## src/pms_pkg.sv

```systemverilog
// constants, field layout and state type of the transceiver mode and status registers
package pms_pkg;

  // -----------------------------------------------------------------
  // register indices
  // -----------------------------------------------------------------
  localparam logic [4:0] IDX_AN_EXPANSION  = 5'h06;
  localparam logic [4:0] IDX_MODE_CONTROL  = 5'h11;
  localparam logic [4:0] IDX_SPECIAL_MODES = 5'h12;
  localparam logic [4:0] IDX_CROSSOVER     = 5'h1B;
  localparam logic [4:0] IDX_INT_SOURCE    = 5'h1D;
  localparam logic [4:0] IDX_INT_MASK      = 5'h1E;

  // -----------------------------------------------------------------
  // field positions
  // -----------------------------------------------------------------
  localparam int EXP_PARTNER_AN   = 0;
  localparam int EXP_PAGE_RX      = 1;
  localparam int EXP_LOCAL_NP     = 2;
  localparam int EXP_PARTNER_NP   = 3;
  localparam int EXP_PD_FAULT     = 4;
  localparam int MC_ENERGY        = 1;
  localparam int MC_EDPD          = 13;
  localparam int SM_ADDR_LSB      = 0;
  localparam int SM_MODE_LSB      = 5;
  localparam int XO_OVERRIDE      = 15;
  localparam int XO_AUTO          = 14;
  localparam int XO_SWAP          = 13;
  localparam int XO_PLL_REF       = 10;
  localparam int XO_POLARITY      = 4;
  localparam int INT_ENERGY       = 7;
  localparam int INT_AN_DONE      = 6;
  localparam int INT_REMOTE_FAULT = 5;
  localparam int INT_LINK_DOWN    = 4;
  localparam int INT_PARTNER_ACK  = 3;
  localparam int INT_PD_FAULT     = 2;
  localparam int INT_PAGE_RX      = 1;

  // -----------------------------------------------------------------
  // write masks and reset values
  // -----------------------------------------------------------------
  localparam logic [15:0] MC_WRITE_MASK  = 16'hFFFD;
  localparam logic [15:0] XO_WRITE_MASK  = 16'hFFE0;
  localparam logic [15:0] XO_KEPT_MASK   = 16'h0400;
  localparam logic [15:0] MC_RESET       = 16'h0000;
  localparam logic [15:0] XO_RESET       = 16'h0000;
  localparam logic [3:0]  XO_FIXED_LOW   = 4'hB;
  localparam logic [15:0] SM_RESET       = 16'h00E1;
  localparam logic [7:0]  INT_MASK_RESET = 8'h00;
  localparam logic [1:0]  STRAP_SETTLE   = 2'h3;

  // -----------------------------------------------------------------
  // operating modes and advertisement values
  // -----------------------------------------------------------------
  localparam logic [2:0] MODE_10_HALF   = 3'h0;
  localparam logic [2:0] MODE_10_FULL   = 3'h1;
  localparam logic [2:0] MODE_100_HALF  = 3'h2;
  localparam logic [2:0] MODE_100_FULL  = 3'h3;
  localparam logic [2:0] MODE_AN_100H   = 3'h4;
  localparam logic [2:0] MODE_REPEATER  = 3'h5;
  localparam logic [2:0] MODE_RESERVED  = 3'h6;
  localparam logic [2:0] MODE_ALL       = 3'h7;
  localparam logic [3:0] ADV_100_HALF   = 4'h4;
  localparam logic [3:0] ADV_ALL        = 4'hF;
  localparam logic [3:0] ADV_NONE       = 4'h0;

  // -----------------------------------------------------------------
  // timing
  // -----------------------------------------------------------------
  localparam longint CLK_HZ          = 25000000;
  localparam longint ENERGY_QUIET_MS = 256;
  localparam longint ENERGY_QUIET_CYCLES = (ENERGY_QUIET_MS * CLK_HZ) / 1000;

  // -----------------------------------------------------------------
  // state of the register bank
  // -----------------------------------------------------------------
  typedef struct packed {
    logic [2:0]  modeSync1;
    logic [2:0]  modeSync2;
    logic [4:0]  addrSync1;
    logic [4:0]  addrSync2;
    logic        xoSync1;
    logic        xoSync2;
    logic [1:0]  strapCnt;
    logic        strapDone;
    logic [15:0] modeCtl;
    logic [15:0] specialModes;
    logic [15:0] xover;
    logic [7:0]  intMask;
    logic        expFault;
    logic        expPage;
    logic [7:1]  intFlags;
    logic        prevEnergy;
    logic        prevAnDone;
    logic        prevLinkUp;
    logic [15:0] rdData;
    logic        autonegEnable;
    logic        speed100;
    logic        fullDuplex;
    logic [3:0]  advertise;
    logic        repeaterMode;
    logic        crsOnTransmit;
    logic        crossoverAuto;
    logic        crossoverSwap;
    logic        irq;
  } pms_state_t;

endpackage

```

## src/pms_energy_monitor.sv

```systemverilog
// line energy monitor with quiet timeout
`timescale 1ns/10ps
`default_nettype none
module pms_energy_monitor #(
  parameter longint QUIET_CYCLES = pms_pkg::ENERGY_QUIET_CYCLES,
  parameter int     CNT_W        = 23
) (
  // clock and reset
  input  wire logic clk_sys,
  input  wire logic reset_n,
  // line side
  input  wire logic lineEnergy,
  // status
  output logic      energyPresent
);

  typedef struct packed {
    logic [CNT_W-1:0] quietCnt;
    logic             present;
  } pms_energy_t;

  localparam logic [CNT_W-1:0] QUIET_LAST = CNT_W'(QUIET_CYCLES - 1);

  pms_energy_t s;
  pms_energy_t next_s;

  if (QUIET_CYCLES < 2 || QUIET_CYCLES > (64'h1 << CNT_W))
  begin : g_check
    $error("quiet count does not fit the counter");
  end

  // -----------------------------------------------------------------
  // quiet timer
  // -----------------------------------------------------------------
  always_comb
  begin
    next_s = s;
    if (lineEnergy)
    begin
      next_s.quietCnt = '0;
      next_s.present  = 1'b1;
    end
    else if (s.quietCnt == QUIET_LAST)
    begin
      next_s.present = 1'b0;
    end
    else
    begin
      next_s.quietCnt = s.quietCnt + CNT_W'(1);
    end
  end

  // software reset does not reach here, so the flag survives it
  always_ff @(posedge clk_sys)
  begin
    if (!reset_n)
    begin
      s.quietCnt <= '0;
      s.present  <= 1'b1;
    end
    else
    begin
      s <= next_s;
    end
  end

  assign energyPresent = s.present;

endmodule // pms_energy_monitor
`default_nettype wire

```

## src/pms_phy_mode_status_regs.sv

```systemverilog
// mode, crossover, energy and interrupt flag registers of the transceiver
`timescale 1ns/10ps
`default_nettype none
module pms_phy_mode_status_regs #(
  parameter longint ENERGY_QUIET_CYCLES = pms_pkg::ENERGY_QUIET_CYCLES
) (
  // clock and reset
  input  wire logic        clk_sys,
  input  wire logic        reset_n,
  input  wire logic        softReset,
  // management register port
  input  wire logic [4:0]  regAddr,
  input  wire logic        regWrEn,
  input  wire logic [15:0] regWrData,
  input  wire logic        regRdEn,
  output logic      [15:0] regRdData,
  // configuration straps
  input  wire logic [2:0]  modeStrap,
  input  wire logic [4:0]  addrStrap,
  input  wire logic        crossover_auto_strap,
  // negotiation and line status
  input  wire logic        parallelDetectFault,
  input  wire logic        pageReceived,
  input  wire logic        partnerAnAble,
  input  wire logic        partnerNextPageAble,
  input  wire logic        autonegComplete,
  input  wire logic        remoteFault,
  input  wire logic        linkUp,
  input  wire logic        partnerAcknowledge,
  input  wire logic        lineEnergy,
  input  wire logic        tenbase_polarity_reversed,
  // controls to the transceiver
  output logic             energy_detect_powerdown_enable,
  output logic             energy_present,
  output logic      [4:0]  mgmt_station_address,
  output logic             autonegEnable,
  output logic             speed100,
  output logic             fullDuplex,
  output logic      [3:0]  advertise,
  output logic             repeaterMode,
  output logic             crsOnTransmit,
  output logic             crossoverAuto,
  output logic             crossoverSwap,
  output logic             rx_pll_reference_lock,
  // interrupt
  output logic             irq
);

  localparam int CNT_W = $clog2(ENERGY_QUIET_CYCLES + 1);

  pms_pkg::pms_state_t s;
  pms_pkg::pms_state_t next_s;
  logic                energyNow;
  logic [15:0]         expView;
  logic [15:0]         mcView;
  logic [15:0]         xoView;
  logic [15:0]         intView;
  logic [15:0]         readMux;
  logic                wrMc;
  logic                wrSm;
  logic                wrXo;
  logic                wrMask;
  logic                rdExp;
  logic                rdInt;
  logic [2:0]          modeCode;
  logic [7:1]          intCause;

  // -----------------------------------------------------------------
  // energy monitor
  // -----------------------------------------------------------------
  pms_energy_monitor #(
    .QUIET_CYCLES (ENERGY_QUIET_CYCLES),
    .CNT_W        (CNT_W)
  ) u_energy (
    .clk_sys       (clk_sys),
    .reset_n       (reset_n),
    .lineEnergy    (lineEnergy),
    .energyPresent (energyNow)
  );

  // -----------------------------------------------------------------
  // register decode and read views
  // -----------------------------------------------------------------
  assign wrMc   = regWrEn && (regAddr == pms_pkg::IDX_MODE_CONTROL);
  assign wrSm   = regWrEn && (regAddr == pms_pkg::IDX_SPECIAL_MODES);
  assign wrXo   = regWrEn && (regAddr == pms_pkg::IDX_CROSSOVER);
  assign wrMask = regWrEn && (regAddr == pms_pkg::IDX_INT_MASK);
  assign rdExp  = regRdEn && (regAddr == pms_pkg::IDX_AN_EXPANSION);
  assign rdInt  = regRdEn && (regAddr == pms_pkg::IDX_INT_SOURCE);

  always_comb
  begin
    expView = 16'h0000;
    expView[pms_pkg::EXP_PARTNER_AN] = partnerAnAble;
    expView[pms_pkg::EXP_PAGE_RX]    = s.expPage;
    expView[pms_pkg::EXP_LOCAL_NP]   = 1'b0;
    expView[pms_pkg::EXP_PARTNER_NP] = partnerNextPageAble;
    expView[pms_pkg::EXP_PD_FAULT]   = s.expFault;

    mcView = s.modeCtl;
    mcView[pms_pkg::MC_ENERGY] = energyNow;

    xoView = s.xover;
    xoView[pms_pkg::XO_POLARITY] = tenbase_polarity_reversed;
    xoView[3:0] = pms_pkg::XO_FIXED_LOW;

    intView = {8'h00, s.intFlags, 1'b0};

    unique case (regAddr)
      pms_pkg::IDX_AN_EXPANSION:  readMux = expView;
      pms_pkg::IDX_MODE_CONTROL:  readMux = mcView;
      pms_pkg::IDX_SPECIAL_MODES: readMux = s.specialModes;
      pms_pkg::IDX_CROSSOVER:     readMux = xoView;
      pms_pkg::IDX_INT_SOURCE:    readMux = intView;
      pms_pkg::IDX_INT_MASK:      readMux = {8'h00, s.intMask};
      default:                    readMux = 16'h0000;
    endcase
  end

  // -----------------------------------------------------------------
  // interrupt causes
  // -----------------------------------------------------------------
  always_comb
  begin
    intCause = '0;
    intCause[pms_pkg::INT_ENERGY]       = energyNow && !s.prevEnergy;
    intCause[pms_pkg::INT_AN_DONE]      = autonegComplete && !s.prevAnDone;
    intCause[pms_pkg::INT_REMOTE_FAULT] = remoteFault;
    intCause[pms_pkg::INT_LINK_DOWN]    = !linkUp && s.prevLinkUp;
    intCause[pms_pkg::INT_PARTNER_ACK]  = partnerAcknowledge;
    intCause[pms_pkg::INT_PD_FAULT]     = parallelDetectFault;
    intCause[pms_pkg::INT_PAGE_RX]      = pageReceived;
  end

  assign modeCode = s.specialModes[pms_pkg::SM_MODE_LSB +: 3];

  // -----------------------------------------------------------------
  // next state
  // -----------------------------------------------------------------
  always_comb
  begin
    next_s = s;

    // strap pins pass two flops before use
    next_s.modeSync1 = modeStrap;
    next_s.modeSync2 = s.modeSync1;
    next_s.addrSync1 = addrStrap;
    next_s.addrSync2 = s.addrSync1;
    next_s.xoSync1   = crossover_auto_strap;
    next_s.xoSync2   = s.xoSync1;

    next_s.prevEnergy = energyNow;
    next_s.prevAnDone = autonegComplete;
    next_s.prevLinkUp = linkUp;

    // register writes
    if (wrMc)
    begin
      next_s.modeCtl = (s.modeCtl & ~pms_pkg::MC_WRITE_MASK)
                     | (regWrData & pms_pkg::MC_WRITE_MASK);
    end
    if (wrSm)
    begin
      next_s.specialModes = regWrData;
    end
    if (wrXo)
    begin
      next_s.xover = (s.xover & ~pms_pkg::XO_WRITE_MASK)
                   | (regWrData & pms_pkg::XO_WRITE_MASK);
    end
    if (wrMask)
    begin
      next_s.intMask = regWrData[7:0];
    end

    // latched flags: a cause in the read cycle keeps the flag set
    next_s.expFault = (s.expFault && !rdExp) || parallelDetectFault;
    next_s.expPage  = (s.expPage && !rdExp) || pageReceived;
    next_s.intFlags = (s.intFlags & {7{!rdInt}}) | intCause;

    // software reset clears mode control, mask, crossover except its kept field, and flags but new causes; special modes stay
    if (softReset)
    begin
      next_s.modeCtl  = pms_pkg::MC_RESET;
      next_s.xover    = (s.xover & pms_pkg::XO_KEPT_MASK)
                      | (pms_pkg::XO_RESET & ~pms_pkg::XO_KEPT_MASK);
      next_s.intMask  = pms_pkg::INT_MASK_RESET;
      next_s.expFault = parallelDetectFault;
      next_s.expPage  = pageReceived;
      next_s.intFlags = intCause;
    end

    // strap capture once the synchronisers have settled
    if (!s.strapDone)
    begin
      if (s.strapCnt == pms_pkg::STRAP_SETTLE)
      begin
        next_s.strapDone = 1'b1;
        next_s.specialModes[pms_pkg::SM_MODE_LSB +: 3] = s.modeSync2;
        next_s.specialModes[pms_pkg::SM_ADDR_LSB +: 5] = s.addrSync2;
      end
      else
      begin
        next_s.strapCnt = s.strapCnt + 2'h1;
      end
    end

    // read data, captured with the pre-clear flag values
    if (regRdEn)
    begin
      next_s.rdData = readMux;
    end

    // operating mode decode
    unique case (modeCode)
      pms_pkg::MODE_10_HALF, pms_pkg::MODE_10_FULL,
      pms_pkg::MODE_100_HALF, pms_pkg::MODE_100_FULL:
      begin
        next_s.autonegEnable = 1'b0;
        next_s.speed100      = modeCode[1];
        next_s.fullDuplex    = modeCode[0];
        next_s.advertise     = pms_pkg::ADV_NONE;
        next_s.repeaterMode  = 1'b0;
      end
      pms_pkg::MODE_AN_100H, pms_pkg::MODE_REPEATER:
      begin
        next_s.autonegEnable = 1'b1;
        next_s.speed100      = 1'b1;
        next_s.fullDuplex    = 1'b0;
        next_s.advertise     = pms_pkg::ADV_100_HALF;
        next_s.repeaterMode  = (modeCode == pms_pkg::MODE_REPEATER);
      end
      pms_pkg::MODE_RESERVED, pms_pkg::MODE_ALL:
      begin
        // reserved code behaves as all-capable
        next_s.autonegEnable = 1'b1;
        next_s.speed100      = 1'b1;
        next_s.fullDuplex    = 1'b1;
        next_s.advertise     = pms_pkg::ADV_ALL;
        next_s.repeaterMode  = 1'b0;
      end
    endcase
    next_s.crsOnTransmit = (modeCode == pms_pkg::MODE_10_HALF)
                        || (modeCode == pms_pkg::MODE_100_HALF)
                        || (modeCode == pms_pkg::MODE_AN_100H)
                        || (modeCode == pms_pkg::MODE_RESERVED)
                        || (modeCode == pms_pkg::MODE_ALL);

    // crossover selection
    if (s.xover[pms_pkg::XO_OVERRIDE])
    begin
      next_s.crossoverAuto = s.xover[pms_pkg::XO_AUTO];
      next_s.crossoverSwap = !s.xover[pms_pkg::XO_AUTO]
                          && s.xover[pms_pkg::XO_SWAP];
    end
    else
    begin
      next_s.crossoverAuto = s.xoSync2;
      next_s.crossoverSwap = 1'b0;
    end

    next_s.irq = |({s.intFlags, 1'b0} & s.intMask);
  end

  // -----------------------------------------------------------------
  // state register
  // -----------------------------------------------------------------
  always_ff @(posedge clk_sys)
  begin
    if (!reset_n)
    begin
      s               <= '0;
      s.modeCtl       <= pms_pkg::MC_RESET;
      s.specialModes  <= pms_pkg::SM_RESET;
      s.xover         <= pms_pkg::XO_RESET;
      s.intMask       <= pms_pkg::INT_MASK_RESET;
      s.prevEnergy    <= 1'b1;
      s.autonegEnable <= 1'b1;
      s.speed100      <= 1'b1;
      s.fullDuplex    <= 1'b1;
      s.advertise     <= pms_pkg::ADV_ALL;
      s.crsOnTransmit <= 1'b1;
    end
    else
    begin
      s <= next_s;
    end
  end

  // -----------------------------------------------------------------
  // outputs
  // -----------------------------------------------------------------
  assign regRdData                      = s.rdData;
  assign energy_detect_powerdown_enable = s.modeCtl[pms_pkg::MC_EDPD];
  assign energy_present                 = energyNow;
  assign mgmt_station_address           = s.specialModes[pms_pkg::SM_ADDR_LSB +: 5];
  assign autonegEnable                  = s.autonegEnable;
  assign speed100                       = s.speed100;
  assign fullDuplex                     = s.fullDuplex;
  assign advertise                      = s.advertise;
  assign repeaterMode                   = s.repeaterMode;
  assign crsOnTransmit                  = s.crsOnTransmit;
  assign crossoverAuto                  = s.crossoverAuto;
  assign crossoverSwap                  = s.crossoverSwap;
  assign rx_pll_reference_lock          = s.xover[pms_pkg::XO_PLL_REF];
  assign irq                            = s.irq;

endmodule // pms_phy_mode_status_regs
`default_nettype wire

```

## config.mk

```make
export PLATFORM = sky130hd
export DESIGN_NAME = pms_phy_mode_status_regs
export DESIGN_NICKNAME = d
export VERILOG_FILES = /design/src/pms_pkg.sv /design/src/pms_energy_monitor.sv /design/src/pms_phy_mode_status_regs.sv
export SDC_FILE = /design/constraint.sdc
export NUM_CORES = 1
export LEC_CHECK = 0
export ABC_AREA = 1
export BUFFER_PORTS_ARGS = -buffer_cell sky130_fd_sc_hd__buf_2
export CAP_MARGIN = 30
export CORE_UTILIZATION = 52
export DETAILED_ROUTE_END_ITERATION = 8
export PLACE_DENSITY = 0.76
export SLEW_MARGIN = 20
export SYNTH_ARGS = -nofsm -noshare
export SYNTH_HDL_FRONTEND = slang
export SYNTH_HIERARCHICAL = 1
export SYNTH_SLANG_ARGS = --single-unit
```

## constraint.sdc

```tcl
create_clock -name clk_sys -period 1.7 [get_ports clk_sys]
set_clock_uncertainty 0.2 [all_clocks]
set_input_delay 0.255 -clock clk_sys [delete_from_list [all_inputs] [get_ports clk_sys]]
set_output_delay 0.255 -clock clk_sys [all_outputs]
set_load 0.02 [all_outputs]
```

==> metrics.cfg <==
[power]
p_leak_nw=3.17
switching_share_pct=22.9
p_clk_share_pct=49.4
power_mw=7.87
p_seq_share_pct=41.8
pwr-share-comb_pct=8.8
ir_drop_mv=0.987
p_per_area_nw_per_um2=1060
p_switching_mw=1.80
power.internal_mw=6.07

[setup_path]
max_stage_delay_ns=0.37
critPathTopFamily=simple AND/OR/NAND/NOR gates
worstPathArrival_ns=1.92
slowest_stage=dfxtp_4
critPathCaptureType=flip-flop
ff2ff_setup_slack_ns=0.04
path_max_fanout=4
timing.rr.start=u_energy/s[2]$_SDFFE_PP0P_
cp-endpoint=u_energy/s[1]$_SDFFE_PP0P_
cp.required_ns=1.96
cp.buffers_inverters=2
critPathKind=reg -> reg
worstReg2RegEnd=u_energy/s[1]$_SDFFE_PP0P_
worstPathCellList=ha_4, nand3_2, nor3_4, buf_4, nand3_4, nand2_1, inv_1, nor2_1
setup.worst_path.start_class=flip-flop
cp-startpoint=u_energy/s[2]$_SDFFE_PP0P_
worstRegToRegCells=8
crit_cells=8

[floorplanning]
core_sq_um=10900
pin_count=81
die_h_um=108
start_util_pct=53.6
die_x_um=108
fp-row-count=38
die_area_sq_um=11700

[clock_network]
clk_path_buf_depth=2
postCtsSetupBuffers=0
htree_levels=4
numCtsBuffers=17
cts_sinks=132
clkTransAtPathRegs_ns=0.06
cts_tree=done
cts-root-buf=clkbuf_8
clock_latency_ns=0.53

[detailed_routing]
ant_nets=0
wl_per_cell_um=14.5
drcViolationCount=0
vias=5724
initialDrtViolationCount=440
avgViaCountPerCell=5.23
wl_um=15800
drt_pass1_iterations=8

[global_routing]
grt_pass1_vias=5230
grt_max_degree=47
antenna_found_initial=0
overflow=0
grt_pass1_wl_um=25500
grtUsageTotal_pct=28.9

[yosys]
syn_inst=821
synth-xor-area-share_pct=0.750
synthArstFlopShare_pct=0
synth_area_sq_um=5840
synth_fa_ha_area_share_pct=0.429
synth-seq-area-share_pct=45.3
synth-compound-area-share_pct=12.4
yosys.area.top_type=dfxtp_1
synth.area.top_cells=dfxtp_1 45%, nand2_1 13%, nor2_1 7.5%, inv_1 5.3%, o21ai_0 5.2%
synth-simple-area-share_pct=29.9
synth.top_cell.area_share_pct=45.3
synth_mux_area_share_pct=0
syn_area_per_cell_sq_um=7.11
yosysWarnings=6
syn_nets=868
ys_ff_latch=132
post-synth-top-count-cell=nand2_1
synthFlopType=dfxtp_1
yosys-top-cells-count=200 x nand2_1, 132 x dfxtp_1, 116 x nor2_1, 83 x inv_1, 61 x o21ai_0
synth_edf_count=0
synth_top_family_by_area=simple AND/OR/NAND/NOR gates
synth.distinct_cells=35

[timing]
post-route-period-util_pct=97.4
tightest_slew_ns=0.465
slew_viol_final=0
whs_ns=0.0285
period_minus_slack_ns=1.66
setup_viol=0
max_freq_mhz=604
hold_viol_final=0
relSlewSlack_pct=69.0

[placement]
dp_hpwl_um=10600
place_inst=1023
gp_congestion=0.909
io_buffers=80

[run_status]
outcome=finished clean

[cells_and_area]
num_antenna_cells=0
syn2layout_area_growth_pct=27.2
stdcell_count=1095
final_layout_size_suffix_gt1_share_pct=18.3
fin_nets=989

[min_path]
min_path_type=in -> reg

[run]
maxCapViolCount=0

## tightest hold or removal path: cells and delay by family
family | cells | cell delay, ns
buf+inv | 1 | 0.10
compound gates | 1 | 0.05
simple gates | 4 | 0.30
## area by class of cell
class,count,area [sq um]
flip-flops and latches,132,2650
clock inverters,8,145
fillers,883,3470
multi-input cells,552,2580
clock buffers,24,490
repair buffers,153,1060
well taps,140,175
inverters,86,323
## sequential cells by signal (all words and copies together), names as in the netlist
name	flops
s	41
u_energy/s	23
regRdData	16
mcView	14
next_s	9
intView	7
mgmt_station_address	5
modeCode	3
advertise	2
expView	2
crossoverAuto	1
crossoverSwap	1
crsOnTransmit	1
energy_detect_powerdown_enable	1
fullDuplex	1
irq	1
repeaterMode	1
rx_pll_reference_lock	1
speed100	1
u_energy/energyPresent	1
## cells in the final DEF (no fill, tap or decap), drive strengths merged, types with 24 or more instances in the layout
cell type and n:
buf 114, nand3 61, clkbuf 24, o21ai 63
nand2 204, nor2 125, a21oi 60, inv 84
dlygate4sd3 39, dfxtp 132
## cells by family (layout without fill, tap and decap cells)
kind of cell               after synthesis  count (layout)
xor gates and xnor gates                 5               5
AOI/OAI and AO/OA                      138             138
buffers and inverters                  138             271
and+or+nand+nor                        406             407
adders and majority gates                2               2
DFF                                    132             132
## worst min-delay path by stage
stage                                 from                endpoint  slack, ns  depth (start not counted)
floorplan                           linkUp        s[28]$_SDFF_PN0_       0.15                          2
global placement    next_s[104]$_SDFF_PN0_       s[104]$_SDFF_PN0_       0.19                          2
detailed placement   next_s[99]$_SDFF_PN0_        s[99]$_SDFF_PN0_       0.19                          2
CTS                             regAddr[2]  mcView[5]$_SDFFE_PP0P_       0.01                          6
global route                    regAddr[2]  mcView[5]$_SDFFE_PP0P_       0.06                          6
finish                          regAddr[2]  mcView[5]$_SDFFE_PP0P_       0.03                          6
## layer usage
| metal | vias to the layer above | global-route usage (%) | share of wire [%] |
|---|---|---|---|
| met4 | 0 | 11.4 | 2.7 |
| met5 | - | 0 | 0 |
| met3 | 42 | 7.05 | 7.6 |
| met2 | 237 | 47.5 | 47 |
| met1 | 2600 | 36.3 | 43 |
| li1 | 2845 | - | - |
## power groups by stage
stage	combinational [mW]	sequential, mW	clock (mW)
floorplan	0.396	3.36	0
global placement	0.601	3.36	0
detailed placement	0.609	3.36	0
CTS	0.680	3.29	3.93
global route	0.769	3.30	4.08
finish	0.692	3.30	3.89
## per-stage QoR
stage / worst slack [ns] / setup TNS (ns) / area (sq um) / utilization, %
after floorplan: 0.0503 / 0 / 5840 / -
after global placement: 0.0772 / 0 / 6340 / 58.3
after detailed placement: 0.0364 / 0 / 6340 / 58.3
after CTS: 0.0526 / 0 / 7370 / 67.7
after global routing: -0.0436 / -0.0436 / 7420 / 68.2
final: 0.0447 / 0 / 7420 / 68.2
## timing repair
action / in CTS / in global routing
endpoints found under the hold margin: 79 / 0
endpoints found under the setup margin: 0 / 15
resized for setup: 0 / 14
hold buffers: 39 / 0
Power figures use the tool's default switching activity.
